$ cat src/verilog/ccrd_pkg.sv
// Package of constants and types for the column clock and reset distribution block
package ccrd_pkg;

	// ----------------------------------------------------------------
	// Array size
	// ----------------------------------------------------------------
	localparam int CCRD_NUM_COLUMNS_DEF = 8;
	localparam int CCRD_SEL_W = 2;

	// ----------------------------------------------------------------
	// Source selection shared by the clock and the reset selectors
	// ----------------------------------------------------------------
	typedef enum logic [CCRD_SEL_W-1:0] {
		CCRD_SRC_GLOBAL,
		CCRD_SRC_EXPRESS,
		CCRD_SRC_CELL,
		CCRD_SRC_CONST
	} ccrd_src_type;

	// ----------------------------------------------------------------
	// Power-up sequencing
	// ----------------------------------------------------------------
	typedef enum logic [1:0] {
		CCRD_PU_HOLD,
		CCRD_PU_RUN
	} ccrd_pu_type;

	// ----------------------------------------------------------------
	// Reset values and levels
	// ----------------------------------------------------------------
	localparam ccrd_src_type CCRD_CLK_SEL_RST = CCRD_SRC_CONST;
	localparam ccrd_src_type CCRD_RST_SEL_RST = CCRD_SRC_CONST;
	localparam logic CCRD_CLK_STATIC = 1'h1;
	localparam logic CCRD_RST_ASSERTED = 1'h0;
	localparam logic CCRD_RST_IDLE = 1'h1;
	localparam logic CCRD_SYNC_RST = 1'h0;
	localparam int CCRD_HOLD_W = 8;
	localparam logic [CCRD_HOLD_W-1:0] CCRD_POWERUP_HOLD_CYCLES = 8'h10;

endpackage : ccrd_pkg

$ cat src/verilog/ccrd_col_if.sv
// Interface between the distribution top and one column selector
`timescale 1ns/1ps
interface ccrd_col_if;
	import ccrd_pkg::*;

	ccrd_src_type clk_sel;
	ccrd_src_type rst_sel;
	logic global_clock;
	logic global_reset_b;
	logic express_clock;
	logic express_reset_b;
	logic top_cell_a;
	logic bottom_cell_a;
	logic powerup_hold;
	logic column_clock;
	logic column_reset_b;

	modport column (
		input clk_sel,
		input rst_sel,
		input global_clock,
		input global_reset_b,
		input express_clock,
		input express_reset_b,
		input top_cell_a,
		input bottom_cell_a,
		input powerup_hold,
		output column_clock,
		output column_reset_b
	);

	modport ctrl (
		output clk_sel,
		output rst_sel,
		output global_clock,
		output global_reset_b,
		output express_clock,
		output express_reset_b,
		output top_cell_a,
		output bottom_cell_a,
		output powerup_hold,
		input column_clock,
		input column_reset_b
	);

endinterface : ccrd_col_if

$ cat src/verilog/ccrd_column_sel.sv
// Clock and reset source selectors of one column
`timescale 1ns/1ps
module ccrd_column_sel (
	input wire logic i_clk,
	input wire logic i_rst_b,
	ccrd_col_if.column col
);
	import ccrd_pkg::*;

	// ----------------------------------------------------------------
	// Source selection
	// ----------------------------------------------------------------
	logic next_column_clock;
	logic next_column_reset_b;
	logic sel_reset_b;

	assign next_column_clock =
		(col.clk_sel == CCRD_SRC_GLOBAL)  ? col.global_clock :
		(col.clk_sel == CCRD_SRC_EXPRESS) ? col.express_clock :
		(col.clk_sel == CCRD_SRC_CELL)    ? col.top_cell_a :
		CCRD_CLK_STATIC; // [RULE2] [RULE3]

	assign sel_reset_b =
		(col.rst_sel == CCRD_SRC_GLOBAL)  ? col.global_reset_b :
		(col.rst_sel == CCRD_SRC_EXPRESS) ? col.express_reset_b :
		(col.rst_sel == CCRD_SRC_CELL)    ? col.bottom_cell_a :
		CCRD_RST_IDLE; // [RULE7] [RULE10]

	// Power-up overrides whatever the column has selected
	assign next_column_reset_b = col.powerup_hold ? CCRD_RST_ASSERTED : sel_reset_b; // [RULE11]

	// ----------------------------------------------------------------
	// Output flops
	// ----------------------------------------------------------------
	always_ff @(posedge i_clk or negedge i_rst_b) begin
		if (!i_rst_b) begin
			col.column_clock <= CCRD_CLK_STATIC;
			col.column_reset_b <= CCRD_RST_ASSERTED; // [RULE11]
		end else begin
			col.column_clock <= next_column_clock; // [RULE1]
			col.column_reset_b <= next_column_reset_b; // [RULE6]
		end
	end

endmodule : ccrd_column_sel

$ cat src/verilog/ccrd_top.sv
// Column clock and asynchronous reset distribution for the logic cell array
// Summary of operation
// RULE1: Every column has its own four-input clock selector, clocked independently.
// RULE2: Clock choices: global clock pin, express bus, top cell A output, constant 1.
// RULE3: Constant 1 holds the column clock static to save power.
// RULE4: Global clock pin also feeds the A input of both upper corner cells.
// RULE5: Express bus choice spreads a secondary clock to several columns.
// RULE6: Every column has its own four-input reset selector, reset independently.
// RULE7: Reset choices: global reset pin, express bus, bottom cell A output, constant 1.
// RULE8: Selected column reset clears cell flip-flops asynchronously, no clock edge needed.
// RULE9: Global reset pin also feeds the A input of both lower corner cells.
// RULE10: Columns needing no reset select constant 1, reset never active.
// RULE11: At power-up every array register is forced into reset regardless of selection.
// RULE12: Registers change on rising column clock edge; global clock ignores configuration.
// RULE13: Global reset pin drives global reset line, untouched by configuration.
// RULE14: Each column holds 2-bit clock and reset selects, loaded and then static.
`timescale 1ns/1ps
module ccrd_top #(
	parameter int NUM_COLUMNS = ccrd_pkg::CCRD_NUM_COLUMNS_DEF,
	parameter int COL_W = (NUM_COLUMNS > 1) ? $clog2(NUM_COLUMNS) : 1
) (
	input wire logic i_clk,
	input wire logic i_rst_b,
	input wire logic i_global_clock,
	input wire logic i_global_reset_b,
	input wire logic [NUM_COLUMNS-1:0] i_express_clock,
	input wire logic [NUM_COLUMNS-1:0] i_express_reset_b,
	input wire logic [NUM_COLUMNS-1:0] i_top_cell_a,
	input wire logic [NUM_COLUMNS-1:0] i_bottom_cell_a,
	input wire logic i_cfg_write,
	input wire logic [COL_W-1:0] i_cfg_col,
	input wire ccrd_pkg::ccrd_src_type i_cfg_clk_sel,
	input wire ccrd_pkg::ccrd_src_type i_cfg_rst_sel,
	input wire logic i_cfg_commit,
	input wire logic [COL_W-1:0] i_cfg_rd_col,
	output logic [NUM_COLUMNS-1:0] o_column_clock,
	output logic [NUM_COLUMNS-1:0] o_column_reset_b,
	output logic o_upper_left_corner_clock_tap,
	output logic o_upper_right_corner_clock_tap,
	output logic o_lower_left_corner_reset_tap,
	output logic o_lower_right_corner_reset_tap,
	output ccrd_pkg::ccrd_src_type o_cfg_rd_clk_sel,
	output ccrd_pkg::ccrd_src_type o_cfg_rd_rst_sel,
	output logic [NUM_COLUMNS-1:0] o_column_clock_stopped,
	output logic o_powerup_busy
);
	import ccrd_pkg::*;

	// ----------------------------------------------------------------
	// Pin synchronisers
	// ----------------------------------------------------------------
	// Every source arrives from outside this clock, so each passes two
	// flops; the first stage is read by the second stage only.
	localparam int SYNC_W = 2 + 4 * NUM_COLUMNS;

	logic [SYNC_W-1:0] sync_in;
	logic [SYNC_W-1:0] sync_meta;
	logic [SYNC_W-1:0] sync_out;

	assign sync_in = {i_bottom_cell_a, i_top_cell_a, i_express_reset_b,
		i_express_clock, i_global_reset_b, i_global_clock};

	always_ff @(posedge i_clk or negedge i_rst_b) begin
		if (!i_rst_b) begin
			sync_meta <= {SYNC_W{CCRD_SYNC_RST}};
			sync_out <= {SYNC_W{CCRD_SYNC_RST}};
		end else begin
			sync_meta <= sync_in;
			sync_out <= sync_meta;
		end
	end

	logic global_clock_s;
	logic global_reset_b_s;
	logic [NUM_COLUMNS-1:0] express_clock_s;
	logic [NUM_COLUMNS-1:0] express_reset_b_s;
	logic [NUM_COLUMNS-1:0] top_cell_a_s;
	logic [NUM_COLUMNS-1:0] bottom_cell_a_s;

	assign global_clock_s = sync_out[0];
	assign global_reset_b_s = sync_out[1];
	assign express_clock_s = sync_out[2 +: NUM_COLUMNS];
	assign express_reset_b_s = sync_out[2 + NUM_COLUMNS +: NUM_COLUMNS];
	assign top_cell_a_s = sync_out[2 + 2 * NUM_COLUMNS +: NUM_COLUMNS];
	assign bottom_cell_a_s = sync_out[2 + 3 * NUM_COLUMNS +: NUM_COLUMNS];

	// ----------------------------------------------------------------
	// Power-up hold
	// ----------------------------------------------------------------
	// The hold keeps every column reset asserted for a while after the
	// device reset releases, so the array starts clean even when a
	// column has selected constant 1 or a quiet cell output.
	ccrd_pu_type pu_state;
	ccrd_pu_type next_pu_state;
	logic [CCRD_HOLD_W-1:0] pu_count;
	logic [CCRD_HOLD_W-1:0] next_pu_count;
	logic pu_done;

	assign pu_done = (pu_count == CCRD_POWERUP_HOLD_CYCLES);
	assign next_pu_count = pu_done ? pu_count : pu_count + 8'h01;

	always_comb begin
		next_pu_state = pu_state;
		unique case (pu_state)
			CCRD_PU_HOLD: begin
				if (pu_done) begin
					next_pu_state = CCRD_PU_RUN;
				end
			end
			CCRD_PU_RUN: begin
				next_pu_state = CCRD_PU_RUN;
			end
			default: begin
				next_pu_state = CCRD_PU_HOLD;
			end
		endcase
	end

	always_ff @(posedge i_clk or negedge i_rst_b) begin
		if (!i_rst_b) begin
			pu_state <= CCRD_PU_HOLD; // [RULE11]
			pu_count <= '0;
		end else begin
			pu_state <= next_pu_state;
			pu_count <= next_pu_count;
		end
	end

	logic powerup_hold;

	assign powerup_hold = (pu_state != CCRD_PU_RUN); // [RULE11]
	assign o_powerup_busy = powerup_hold;

	// ----------------------------------------------------------------
	// Corner cell taps
	// ----------------------------------------------------------------
	// Taps follow the synchronised pins only; no configuration input
	// reaches them, so loading or committing never disturbs them.
	always_ff @(posedge i_clk or negedge i_rst_b) begin
		if (!i_rst_b) begin
			o_upper_left_corner_clock_tap <= CCRD_CLK_STATIC;
			o_upper_right_corner_clock_tap <= CCRD_CLK_STATIC;
			o_lower_left_corner_reset_tap <= CCRD_RST_ASSERTED;
			o_lower_right_corner_reset_tap <= CCRD_RST_ASSERTED;
		end else begin
			o_upper_left_corner_clock_tap <= global_clock_s; // [RULE4] [RULE12]
			o_upper_right_corner_clock_tap <= global_clock_s; // [RULE4]
			o_lower_left_corner_reset_tap <= global_reset_b_s; // [RULE9] [RULE13]
			o_lower_right_corner_reset_tap <= global_reset_b_s; // [RULE9]
		end
	end

	// ----------------------------------------------------------------
	// Per-column configuration and selectors
	// ----------------------------------------------------------------
	// Writes land in a shadow copy; the live selects change only on a
	// commit, so a partial reload never glitches a running column.
	ccrd_src_type shadow_clk_sel [NUM_COLUMNS];
	ccrd_src_type shadow_rst_sel [NUM_COLUMNS];
	ccrd_src_type live_clk_sel [NUM_COLUMNS];
	ccrd_src_type live_rst_sel [NUM_COLUMNS];

	genvar col_idx;
	generate
		for (col_idx = 0; col_idx < NUM_COLUMNS; col_idx++) begin : g_col
			logic cfg_hit;

			assign cfg_hit = i_cfg_write && (i_cfg_col == COL_W'(col_idx));

			always_ff @(posedge i_clk or negedge i_rst_b) begin
				if (!i_rst_b) begin
					shadow_clk_sel[col_idx] <= CCRD_CLK_SEL_RST;
					shadow_rst_sel[col_idx] <= CCRD_RST_SEL_RST;
				end else if (cfg_hit) begin
					shadow_clk_sel[col_idx] <= i_cfg_clk_sel; // [RULE14]
					shadow_rst_sel[col_idx] <= i_cfg_rst_sel; // [RULE14]
				end
			end

			// A write and a commit in one cycle commit the written value
			ccrd_src_type next_live_clk;
			ccrd_src_type next_live_rst;

			assign next_live_clk = cfg_hit ? i_cfg_clk_sel : shadow_clk_sel[col_idx];
			assign next_live_rst = cfg_hit ? i_cfg_rst_sel : shadow_rst_sel[col_idx];

			always_ff @(posedge i_clk or negedge i_rst_b) begin
				if (!i_rst_b) begin
					live_clk_sel[col_idx] <= CCRD_CLK_SEL_RST; // [RULE3]
					live_rst_sel[col_idx] <= CCRD_RST_SEL_RST;
				end else if (i_cfg_commit) begin
					live_clk_sel[col_idx] <= next_live_clk; // [RULE14]
					live_rst_sel[col_idx] <= next_live_rst; // [RULE14]
				end
			end

			ccrd_col_if col_bus ();

			assign col_bus.clk_sel = live_clk_sel[col_idx]; // [RULE1]
			assign col_bus.rst_sel = live_rst_sel[col_idx]; // [RULE6]
			assign col_bus.global_clock = global_clock_s; // [RULE12]
			assign col_bus.global_reset_b = global_reset_b_s; // [RULE13]
			assign col_bus.express_clock = express_clock_s[col_idx]; // [RULE5]
			assign col_bus.express_reset_b = express_reset_b_s[col_idx];
			assign col_bus.top_cell_a = top_cell_a_s[col_idx];
			assign col_bus.bottom_cell_a = bottom_cell_a_s[col_idx];
			assign col_bus.powerup_hold = powerup_hold;

			ccrd_column_sel u_column_sel (
				.i_clk(i_clk),
				.i_rst_b(i_rst_b),
				.col(col_bus.column)
			);

			// Column reset is a level; cell flops use it as an async clear
			assign o_column_clock[col_idx] = col_bus.column_clock; // [RULE12]
			assign o_column_reset_b[col_idx] = col_bus.column_reset_b; // [RULE8]
			assign o_column_clock_stopped[col_idx] =
				(live_clk_sel[col_idx] == CCRD_SRC_CONST); // [RULE3]
		end
	endgenerate

	// ----------------------------------------------------------------
	// Configuration readback
	// ----------------------------------------------------------------
	ccrd_src_type rd_clk_sel;
	ccrd_src_type rd_rst_sel;
	logic rd_in_range;

	assign rd_in_range = (int'(i_cfg_rd_col) < NUM_COLUMNS);
	assign rd_clk_sel = rd_in_range ? live_clk_sel[i_cfg_rd_col] : CCRD_CLK_SEL_RST;
	assign rd_rst_sel = rd_in_range ? live_rst_sel[i_cfg_rd_col] : CCRD_RST_SEL_RST;

	always_ff @(posedge i_clk or negedge i_rst_b) begin
		if (!i_rst_b) begin
			o_cfg_rd_clk_sel <= CCRD_CLK_SEL_RST;
			o_cfg_rd_rst_sel <= CCRD_RST_SEL_RST;
		end else begin
			o_cfg_rd_clk_sel <= rd_clk_sel;
			o_cfg_rd_rst_sel <= rd_rst_sel;
		end
	end

endmodule : ccrd_top

$ cat config.mk
export PLATFORM = sky130hd
export DESIGN_NAME = ccrd_top
export DESIGN_NICKNAME = d
export VERILOG_FILES = /design/src/verilog/ccrd_pkg.sv /design/src/verilog/ccrd_col_if.sv /design/src/verilog/ccrd_column_sel.sv /design/src/verilog/ccrd_top.sv
export SDC_FILE = /design/constraint.sdc
export NUM_CORES = 1
export LEC_CHECK = 0
export BUFFER_PORTS_ARGS = -buffer_cell sky130_fd_sc_hd__buf_2
export CAP_MARGIN = 20
export CORE_AREA = 2 2 129 144
export CTS_CLUSTER_DIAMETER = 80
export DETAILED_ROUTE_END_ITERATION = 16
export DIE_AREA = 0 0 131 146
export PLACE_DENSITY = 0.61
export SYNTH_ARGS = -nofsm -noshare
export SYNTH_HDL_FRONTEND = slang
export SYNTH_SLANG_ARGS = --single-unit
$ cat constraint.sdc
create_clock -name i_clk -period 4.7 [get_ports i_clk]
set_input_delay 0 -clock i_clk [delete_from_list [all_inputs] [get_ports i_clk]]
set_output_delay 0 -clock i_clk [all_outputs]
set_load 0.05 [all_outputs]
After elaboration in Yosys (flattened, before gate mapping)
Index checks and enable logic that the tools add are counted.
- mux-type cells: 80
- eq/ne operators: 51
- bitwise operators: 1
- $add $sub $neg: 1
- reductions and logical operators: 26
- magnitude comparators: 1
- operators with widths (kind ; count):
    $mux W1 ; 56
    $eq A2 B2 Y1 const B ; 24
    $mux W2 ; 21
    $eq A2 B1 Y1 const B ; 17
    $logic_not A2 Y1 ; 17
    $bmux W2 S3 ; 2
    $eq A3 B3 Y1 const B ; 4
    $add A8 B1 Y8 const B ; 1
    $eq A8 B5 Y1 const B ; 1
    $logic_and A1 B1 Y1 ; 8
    $eq A3 B2 Y1 const B ; 2
    $ge A4 B4 Y1 const B ; 1
    $not A3 Y4 ; 1
    $pmux W2 S2 ; 1
    $eq A3 B1 Y1 const B ; 1
    $logic_not A3 Y1 ; 1
    $ne A2 B1 Y1 const B ; 1
    $ne A2 B2 Y1 const B ; 1
- input port bits: 48
- register bits after elaboration: 164
- logic and storage cells: 216

Longest topological paths before layout
Gate-level depths: netlist of run 1.
- depth in word-level cells: 5
- depth in mapped cells: 5

Hierarchy
From an unflattened synthesis of run 1, not the netlist that was laid out.
- cells, all modules: 361
- area, all modules: 6142.1 um2
- modules (own cells, without submodules) (module ; times used ; cells an instance ; area an instance (um2) ; sequential area each (um2)):
    ccrd_top ; 1 ; 289 ; 5311.3 ; 3764.9
    ccrd_column_sel ; 8 ; 9 ; 103.8 ; 51.3

Worst setup path after synthesis of run 1
No wires, ideal clock.
- path type: register -> register
- start point: register pu_count[0]
- end point: register pu_count[1]
- cell stages (with the launch flop): 6
- arrival: 1424 ps
- path slack: 3151 ps
- path through: dfrtp_1 inv_1 ha_1 nand4bb_1 or4_4 mux2_2
- longest elaborated chain between the ends: 1
- elaborated cells on any way between the ends: 2
- classes of those cells: add/sub (1); eq/ne (1)
- ends and longest elaborated chain (element ; line ; RTL):
    start, declared ; ccrd_top.sv:95 ; logic [CCRD_HOLD_W-1:0] pu_count;
    start signal, assigned ; ccrd_top.sv:125 ; pu_count <= next_pu_count;
    $add A8 B1 Y8 or $eq A8 B5 Y1 (tied branches) ; ccrd_top.sv:100, ccrd_top.sv:99 ;
Parallel ways exist; a longest one is shown, timed or not.
A chain may end at the register's enable or synchronous reset.

Worst setup path after layout of run 1
Ends and elaborated chain as after synthesis.

==> results of run 1 <==
==> repair_timing <==
item	4_1_cts	5_1_grt
gates resized for setup	0	0
endpoints found under the setup margin	0	0
hold buffers	40	1
hold endpoints to repair	124	2
==> layer usage <==
layer / track usage (%) / share of wire [%] / vias to the layer above
li1: - / - / 1529
met1: 15.97 / 42 / 1712
met2: 20.44 / 52 / 54
met3: 4.559 / 4.3 / 13
met4: 4.628 / 1.4 / 0
met5: 0 / 0 / -
==> kinds of logic after synthesis <==
kind of cell / after synthesis / synth area share (%)
XOR/XNOR: 6 / 0.8612
AND/OR/NAND/NOR: 60 / 6.232
flip-flops: 163 / 68.41
adder cells (fa/ha/maj): 2 / 0.4099
buffers and inverters: 28 / 2.911
AO/OA/AOI/OAI: 34 / 3.833
multiplexers: 77 / 17.34
==> worst max-delay path by stage <==
| stage | from | endpoint | slack [ns] | cells after the start |
|---|---|---|---|---|
| floorplan | pu_count[0] | pu_count[1] | 3.15 | 5 |
| global placement | pu_count[0] | pu_count[1] | 3.13 | 5 |
| detailed placement | pu_count[0] | pu_count[1] | 3.04 | 5 |
| CTS | pu_count[0] | pu_count[1] | 3.03 | 5 |
| global route | pu_count[0] | pu_count[1] | 2.93 | 5 |
| finish | pu_count[0] | pu_count[1] | 3.01 | 5 |
==> power by group <==
group / internal [mW] / switching, mW
logic: 0.324 / 0.470
registers: 1.75 / 0.148
clock network: 0.823 / 0.540
==> flip-flops by register name (all words and copies together), names as in the netlist <==
register,count
sync_out,34
sync_meta,34
o_upper_right_corner_clock_tap,1
o_lower_right_corner_reset_tap,1
o_cfg_rd_clk_sel,2
shadow_rst_sel,16
g_col.u_column_sel.col.column_clock,8
o_cfg_rd_rst_sel,2
pu_count,8
pu_state,1
shadow_clk_sel,16
g_col.u_column_sel.col.column_reset_b,8
g_col.col_bus.clk_sel,16
g_col.col_bus.rst_sel,16
==> worst max-delay path, cell delays in order, from the launching register on <==
cell and delay (ns):
dfrtp_1 0.42, inv_1 0.11, ha_1 0.15, nand4bb_1 0.14, or4_4 0.47, mux2_2 0.29
==> area by class of cell <==
cell class	instances	area, um^2
Clock buffer	20	466.7
Timing Repair Buffer	123	852.1
Inverter	4	15.01
Sequential cell	163	4175
Fill cell	1547	9862
Tap cell	238	297.8
Clock inverter	12	126.4
Antenna cell	1	2.502
Multi-Input combinational cell	179	1750
==> Yosys cell counts, types with 4 or more instances <==
master	count	area [um^2]
dfstp_2	77	2023
dfrtp_1	86	2152
buf_2	4	20.02
nand2_1	4	15.01
mux2_4	27	405.4
a211oi_1	24	180.2
a21oi_1	8	40.04
mux2_2	42	473.0
nor2_1	18	67.56
buf_4	18	135.1
and2_1	8	50.05
nor2b_1	16	100.1
mux4_2	8	180.2
==> metrics by stage <==
step / std cells / setup slack, ns
5_1_grt: 739 / 2.932
6_report: 740 / 3.013
3_5_place_dp: 665 / 3.045
3_3_place_gp: 665 / 3.126
4_1_cts: 737 / 3.025
2_1_floorplan: 370 / 3.151
==> flow_summary.yaml, run 1 <==
global_routing:
  grt_usage_pct: 12.81
  grt_overflow: 0
  grt_pass1_wl_um: 18370
  antenna_found_initial: 1
  grt_max_degree: 120
  grt_pass1_vias: 3492
logic_synthesis:
  yosysWarnings: 0
  synth_fp_nets: 420
  avgSynthCellArea_um2: 16.50
  synthesis.instances: 370
  dominantRegCellSynth: "dfrtp_1"
  synth_edf_count: 0
  ys_seq_elements: 163
  synth_cell_types: 30
  async_reset_ff_share_pct: 100.0
  syn_area_um2: 6103
  ys_seq_area_share_pct: 68.41
timing:
  hold_slack_ns: 0.1001
  max_freq_ghz: 0.5927
  grt_setup_unrepaired: "false"
  setup_viol: 0
  period_minus_slack_ns: 1.687
  setup-tns-final_ns: 0
  finalCritPeriodShare_pct: 35.90
  slew_viol_final: 0
  fin_worst_skew_ns: 0.01079
  relSlewSlack_pct: 37.56
  finalHoldViolations: 0
  worst_pin_slew_ns: 0.9367
critical_path:
  start_kind: "register"
  worstPathArrival_ns: 1.99
  reg2reg_depth: 5
  rrSetupSlack_ns: 3.01
  endpoint_kind: "register"
  reg2reg_to: "pu_count[1]"
  reg2reg_from: "pu_count[0]"
  worstPathRequired_ns: 5.01
  cp_max_fo: 4
  path_class: "reg2reg"
power_and_ir_drop:
  p_per_area_nw_per_um2: 527.8
  ir_worst_vdd_mv: 0.2502
  leakage_nw: 3.291
  power_mw: 4.057
cells_and_area:
  area_delta_synth_final_pct: 25.93
  final_core_util_pct: 43.80
  drive_gt1_share_pct: 54.69
  final_common_cell: "dfrtp_1"
  nNetsFinal: 538
  mostFrequentLayoutCells: "dfrtp_1, buf_2, dfstp_2"
  final_cell_area_um2: 7686
floorplan:
  die_w_um: 131
  die-area_um2: 19130
  num_io_pins: 81
  die_h_um: 146
  coreArea_um2: 17550
  initial_core_util_pct: 34.78
  rows: 51
clock_tree:
  post_cts_buffers: 0
  clkLatencyLatePin_ns: 0.42
  cts_root_buf: "clkbuf_16"
  cts_htree_levels: 4
  clkTransAtPathRegs_ns: 0.06
  cts_tree: "done"
  cts.sinks: 163
  numCtsBuffers: 17
  cts_max_path_buffers: 2
hold_path:
  hold_end: "shadow_rst_sel[14]"
  worstHoldPathCells: 3
  hold_path.class: "in2reg"
  worstHoldStart: "i_cfg_col[0]"
place:
  gp_congestion: 0.7033
  postPlaceCellArea_um2: 6653
  numPortBuffers: 80
  dpl.hpwl_um: 7450
flow_run:
  cap_violations: 0
routing:
  drc: 0
  wl_per_cell_um: 15.17
  viasPerCell: 4.470
  first_iter_violations: 224
  ant_nets: 0
  vias: 3308
  firstDrtPassIters: 4
  postRouteWirelength_um: 11220
status:
  status: "complete, no violations"
Power figures use the tool's default switching activity.
==> inputs of run 2 (changes only) <==
- clock period: 4.7 -> 1.7 ns (I/O delays scaled with it)
==> flow_summary.yaml, run 2 (same netlist as run 1, synthesis figures left out) <==
cells_and_area:
  num-fill-cells: 1549
  final_common_cell: "dfrtp_1"
  nNetsFinal: 540
  final_cell_area_um2: 7747
  reg.largest.list: "sync_meta (34), sync_out (34)"
  area_delta_synth_final_pct: 26.94
  num_antenna_cells: 0
  mostFrequentLayoutCells: "dfrtp_1, buf_2, dfstp_2"
  drive_gt1_share_pct: 54.67
timing:
  slew_viol_final: 0
  setup_viol: 0
  finalHoldViolations: 0
  fin_worst_skew_ns: 0.006044
  period_minus_slack_ns: 1.669
  grt_setup_unrepaired: "true"
  finalCritPeriodShare_pct: 98.20
  max_freq_ghz: 0.5990
  worst_pin_slew_ns: 0.4700
  hold_slack_ns: 0.09887
  relSlewSlack_pct: 68.67
  setup_slack_ns: 0.03052
global_routing:
  grt_usage_pct: 13.26
  grt_overflow: 0
  grt_pass1_wl_um: 19180
  grt_max_degree: 54
  grt_pass1_vias: 3640
  antenna_found_initial: 0
critical_path:
  cp_max_fo: 4
  rrSetupSlack_ns: 0.03
  worstPathArrival_ns: 1.97
  reg2reg_depth: 5
  path_class: "reg2reg"
  path_buf_inv: 1
  start_kind: "register"
  endpoint_kind: "register"
  reg2reg_from: "pu_count[0]"
  worstPathRequired_ns: 2.00
  slowest_delay_ns: 0.46
  path_delay_family: "simple AND/OR/NAND/NOR gates"
  slowest_stage: "or4_4"
  worstPathCellList: "inv_2 > ha_1 > nand4bb_1 > or4_4 > mux2_2"
  reg2reg_to: "pu_count[1]"
place:
  postPlaceCellArea_um2: 6713
  place_ws_ns: 0.02805
  dpl.hpwl_um: 7715
  numPortBuffers: 80
  gp_congestion: 0.7294
clock_tree:
  cts_root_buf: "clkbuf_16"
  clkTransAtPathRegs_ns: 0.06
  cts_max_path_buffers: 2
  cts.sinks: 163
  cts_htree_levels: 4
  cts_tree: "done"
  numCtsBuffers: 17
  clkLatencyLatePin_ns: 0.42
routing:
  first_iter_violations: 138
  vias: 3329
  ant_nets: 0
  postRouteWirelength_um: 11580
  firstDrtPassIters: 4
  wl_per_cell_um: 15.63
  drc: 0
  viasPerCell: 4.493
hold_path:
  hold_end: "shadow_rst_sel[14]"
  worstHoldPathCells: 3
  hold_path.class: "in2reg"
  worstHoldStart: "i_cfg_col[2]"
status:
  status: "complete, no violations"
power_and_ir_drop:
  ir_worst_vdd_mv: 0.6837
  leakage_nw: 3.307
  p_per_area_nw_per_um2: 1484
floorplan:
  coreArea_um2: 17550
  die-area_um2: 19130
  num_io_pins: 81
  die_w_um: 131
  die_h_um: 146
  rows: 51
  initial_core_util_pct: 34.78
flow_run:
  cap_violations: 0
-- run 2: changes by cell type in the layout (fill, tap and decap cells not counted), moves of 2 or more --
cell        before  now
clkinvlp_4       2    4
clkinv_2         5    0
clkbuf_1         0    3
bufinv_16        2    4
clkbuf_8         3    1
buf_12           0    3
-- run 2: cell type report --
type | count | area [um^2] | area share [%]
tap | 238 | 297.8 | 3.844
clock inverter | 11 | 176.4 | 2.277
sequential | 163 | 4175 | 53.89
multi-input combinational | 179 | 1750 | 22.59
inverter | 4 | 15.01 | 0.1938
clock buffer | 21 | 450.4 | 5.814
timing repair buffer | 125 | 882.1 | 11.39
-- run 2: worst max path at each step --
stage	slack, ns	depth (start not counted)	endpoint	startpoint
global route	-0.01	5	pu_count[1]	pu_count[0]
floorplan	0.15	5	pu_count[1]	pu_count[0]
detailed placement	0.03	5	pu_count[1]	pu_count[0]
global placement	0.13	5	pu_count[1]	pu_count[0]
finish	0.03	5	pu_count[1]	pu_count[0]
CTS	0.02	5	pu_count[1]	pu_count[0]
-- run 2: per-stage QoR --
stage | power (mW) | util, % | std cells | setup TNS [ns]
2_1_floorplan | 7.007 | - | 370 | 0
3_3_place_gp | 7.432 | 38.25 | 668 | 0
3_5_place_dp | 7.501 | 38.25 | 668 | 0
4_1_cts | 11.63 | 44.11 | 740 | 0
5_1_grt | 12.03 | 44.15 | 741 | -0.01427
6_report | 11.50 | 44.15 | 741 | 0
-- run 2: report_power, final --
| part | switching (mW) | internal, mW |
|---|---|---|
| clock | 1.51 | 2.51 |
| combinational | 1.32 | 0.901 |
| sequential | 0.418 | 4.84 |
-- run 2: worst reg2reg max path, cell delays in order (launching register included) --
cell       delay [ns]
dfrtp_1          0.43
inv_2            0.09
ha_1             0.15
nand4bb_1        0.12
or4_4            0.46
mux2_2           0.30
-- run 2: timing repair --
item / 4_1_cts / 5_1_grt
setup endpoints to repair: 0 / 1
resized for setup: 0 / 1
buffers inserted: 0 / 1
hold buffers: 40 / 0
endpoints found under the hold margin: 192 / 0
-- run 2: per-layer routing --
layer | share of wire (%) | global-route usage, %
met1 | 43 | 16.60
met2 | 52 | 21.30
met3 | 3.6 | 3.676
met4 | 1.8 | 5.904
met5 | 0 | 0
==> inputs of run 3 (changes only) <==
- CORE_AREA: 2 2 129 144 -> 5 5 132 147
- DIE_AREA: 0 0 131 146 -> 0 0 137 152
==> flow_summary.yaml, run 3 (same netlist as run 1, synthesis figures left out) <==
cells_and_area:
  reg.largest.list: "sync_meta (34), sync_out (34)"
  instances_no_fill: 746
  nNetsFinal: 540
  num_antenna_cells: 0
  area_delta_synth_final_pct: 26.32
  drive_gt1_share_pct: 54.87
  num-fill-cells: 1600
  mostFrequentLayoutCells: "dfrtp_1, buf_2, dfstp_2"
  final_common_cell: "dfrtp_1"
global_routing:
  grt_pass1_vias: 3693
  grt_usage_pct: 12.08
  use_met1_pct: 13.87
  grtUsageMet3_pct: 3.439
  grt_pass1_wl_um: 19410
  antenna_found_initial: 0
  top_usage_layer: "met2"
  grt_max_degree: 55
  grt_overflow: 0
  grt_util_met2_pct: 20.92
timing:
  finalCritPeriodShare_pct: 97.15
  worst_pin_slew_ns: 0.3659
  relSlewSlack_pct: 75.61
  period_minus_slack_ns: 1.652
  hold_slack_ns: 0.04859
  setup_viol: 0
  finalHoldViolations: 0
  slew_viol_final: 0
  max_freq_ghz: 0.6055
  grt_setup_unrepaired: "true"
  fin_worst_skew_ns: 0.006418
place:
  dpl.hpwl_um: 7976
  numPortBuffers: 80
  gp_congestion: 0.6833
  placedCellCount: 673
power_and_ir_drop:
  leakage_nw: 3.293
  ir_worst_vdd_mv: 0.8005
  p_per_area_nw_per_um2: 1450
  power_mw: 11.18
critical_path:
  slowest_delay_ns: 0.46
  cp-startpoint: "pu_count[1]"
  worstPathRequired_ns: 2.01
  worstPathArrival_ns: 1.96
  rrSetupSlack_ns: 0.05
  start_kind: "register"
  reg2reg_depth: 5
  slowest_stage: "or4_4"
  path_class: "reg2reg"
  cp_max_fo: 5
  reg2reg_to: "pu_count[1]"
  worstPathCellList: "inv_1 > ha_1 > nand4bb_1 > or4_4 > mux2_2"
  path_buf_inv: 1
  path_delay_family: "simple AND/OR/NAND/NOR gates"
  endpoint_kind: "register"
  reg2reg_from: "pu_count[1]"
routing:
  viasPerCell: 4.441
  postRouteWirelength_um: 11580
  vias: 3313
  drc: 0
  wl_per_cell_um: 15.52
  ant_nets: 0
  firstDrtPassIters: 4
  first_iter_violations: 150
floorplan:
  die_w_um: 137
  initial_core_util_pct: 34.11
  die-area_um2: 20820
  die_h_um: 152
  num_io_pins: 81
  coreArea_um2: 17890
  rows: 52
clock_tree:
  clkTransAtPathRegs_ns: 0.06
  cts_max_path_buffers: 2
  cts_tree: "done"
  cts_root_buf: "clkbuf_16"
  cts.sinks: 163
  numCtsBuffers: 17
  cts_resized: 0
  cts_htree_levels: 4
  clkLatencyLatePin_ns: 0.42
hold_path:
  hold_path.class: "in2async"
status:
  status: "complete, no violations"
flow_run:
  cap_violations: 0
[run 3: cell type report]
class	instances	area [um^2]	share of cell area [%]
Clock buffer	18	429.2	5.566
Clock inverter	14	153.9	1.996
Inverter	4	15.01	0.1947
Multi-Input combinational cell	179	1750	22.70
Sequential cell	163	4175	54.15
Tap cell	243	304.0	3.944
Timing Repair Buffer	125	882.1	11.44
[run 3: where the power goes]
group	internal [mW]	leakage, nW	switching (mW)
Combinational	0.900	1.20	1.31
Sequential	4.84	1.82	0.427
Clock	2.18	0.277	1.53
Total	7.92	3.29	3.26
[run 3: worst register-to-register path: stages (launching register included)]
cell and delay, ns:
dfrtp_1 0.43, inv_1 0.07, ha_1 0.15, nand4bb_1 0.14, or4_4 0.47, mux2_2 0.28
[run 3: what timing repair did]
item,in CTS,in global routing
buffers inserted,0,1
endpoints found under the setup margin,0,1
hold endpoints to repair,181,0
hold buffers,40,0
[run 3: stage by stage]
step	worst slack, ns	TNS, ns	instance area (um^2)	util (%)
2_1_floorplan	0.1515	0	6103	-
6_report	0.04847	0	7710	43.09
3_5_place_dp	0.03413	0	6719	37.55
4_1_cts	0.01441	0	7702	43.05
3_3_place_gp	0.1274	0	6719	37.55
5_1_grt	-0.03099	-0.03099	7710	43.09
[run 3: how the worst max path moves through the flow]
stage / endpoint / slack [ns] / cells past startpoint
finish: pu_count[1] / 0.05 / 5
global route: pu_count[1] / -0.03 / 5
CTS: pu_count[1] / 0.01 / 5
detailed placement: pu_count[1] / 0.03 / 5
global placement: pu_count[1] / 0.13 / 5
floorplan: pu_count[1] / 0.15 / 5
[run 3: per-layer routing]
metal	routed length, um	vias up
met5	0	-
met4	240	0
met3	369	15
met2	6210	50
met1	4760	1717
li1	-	1531
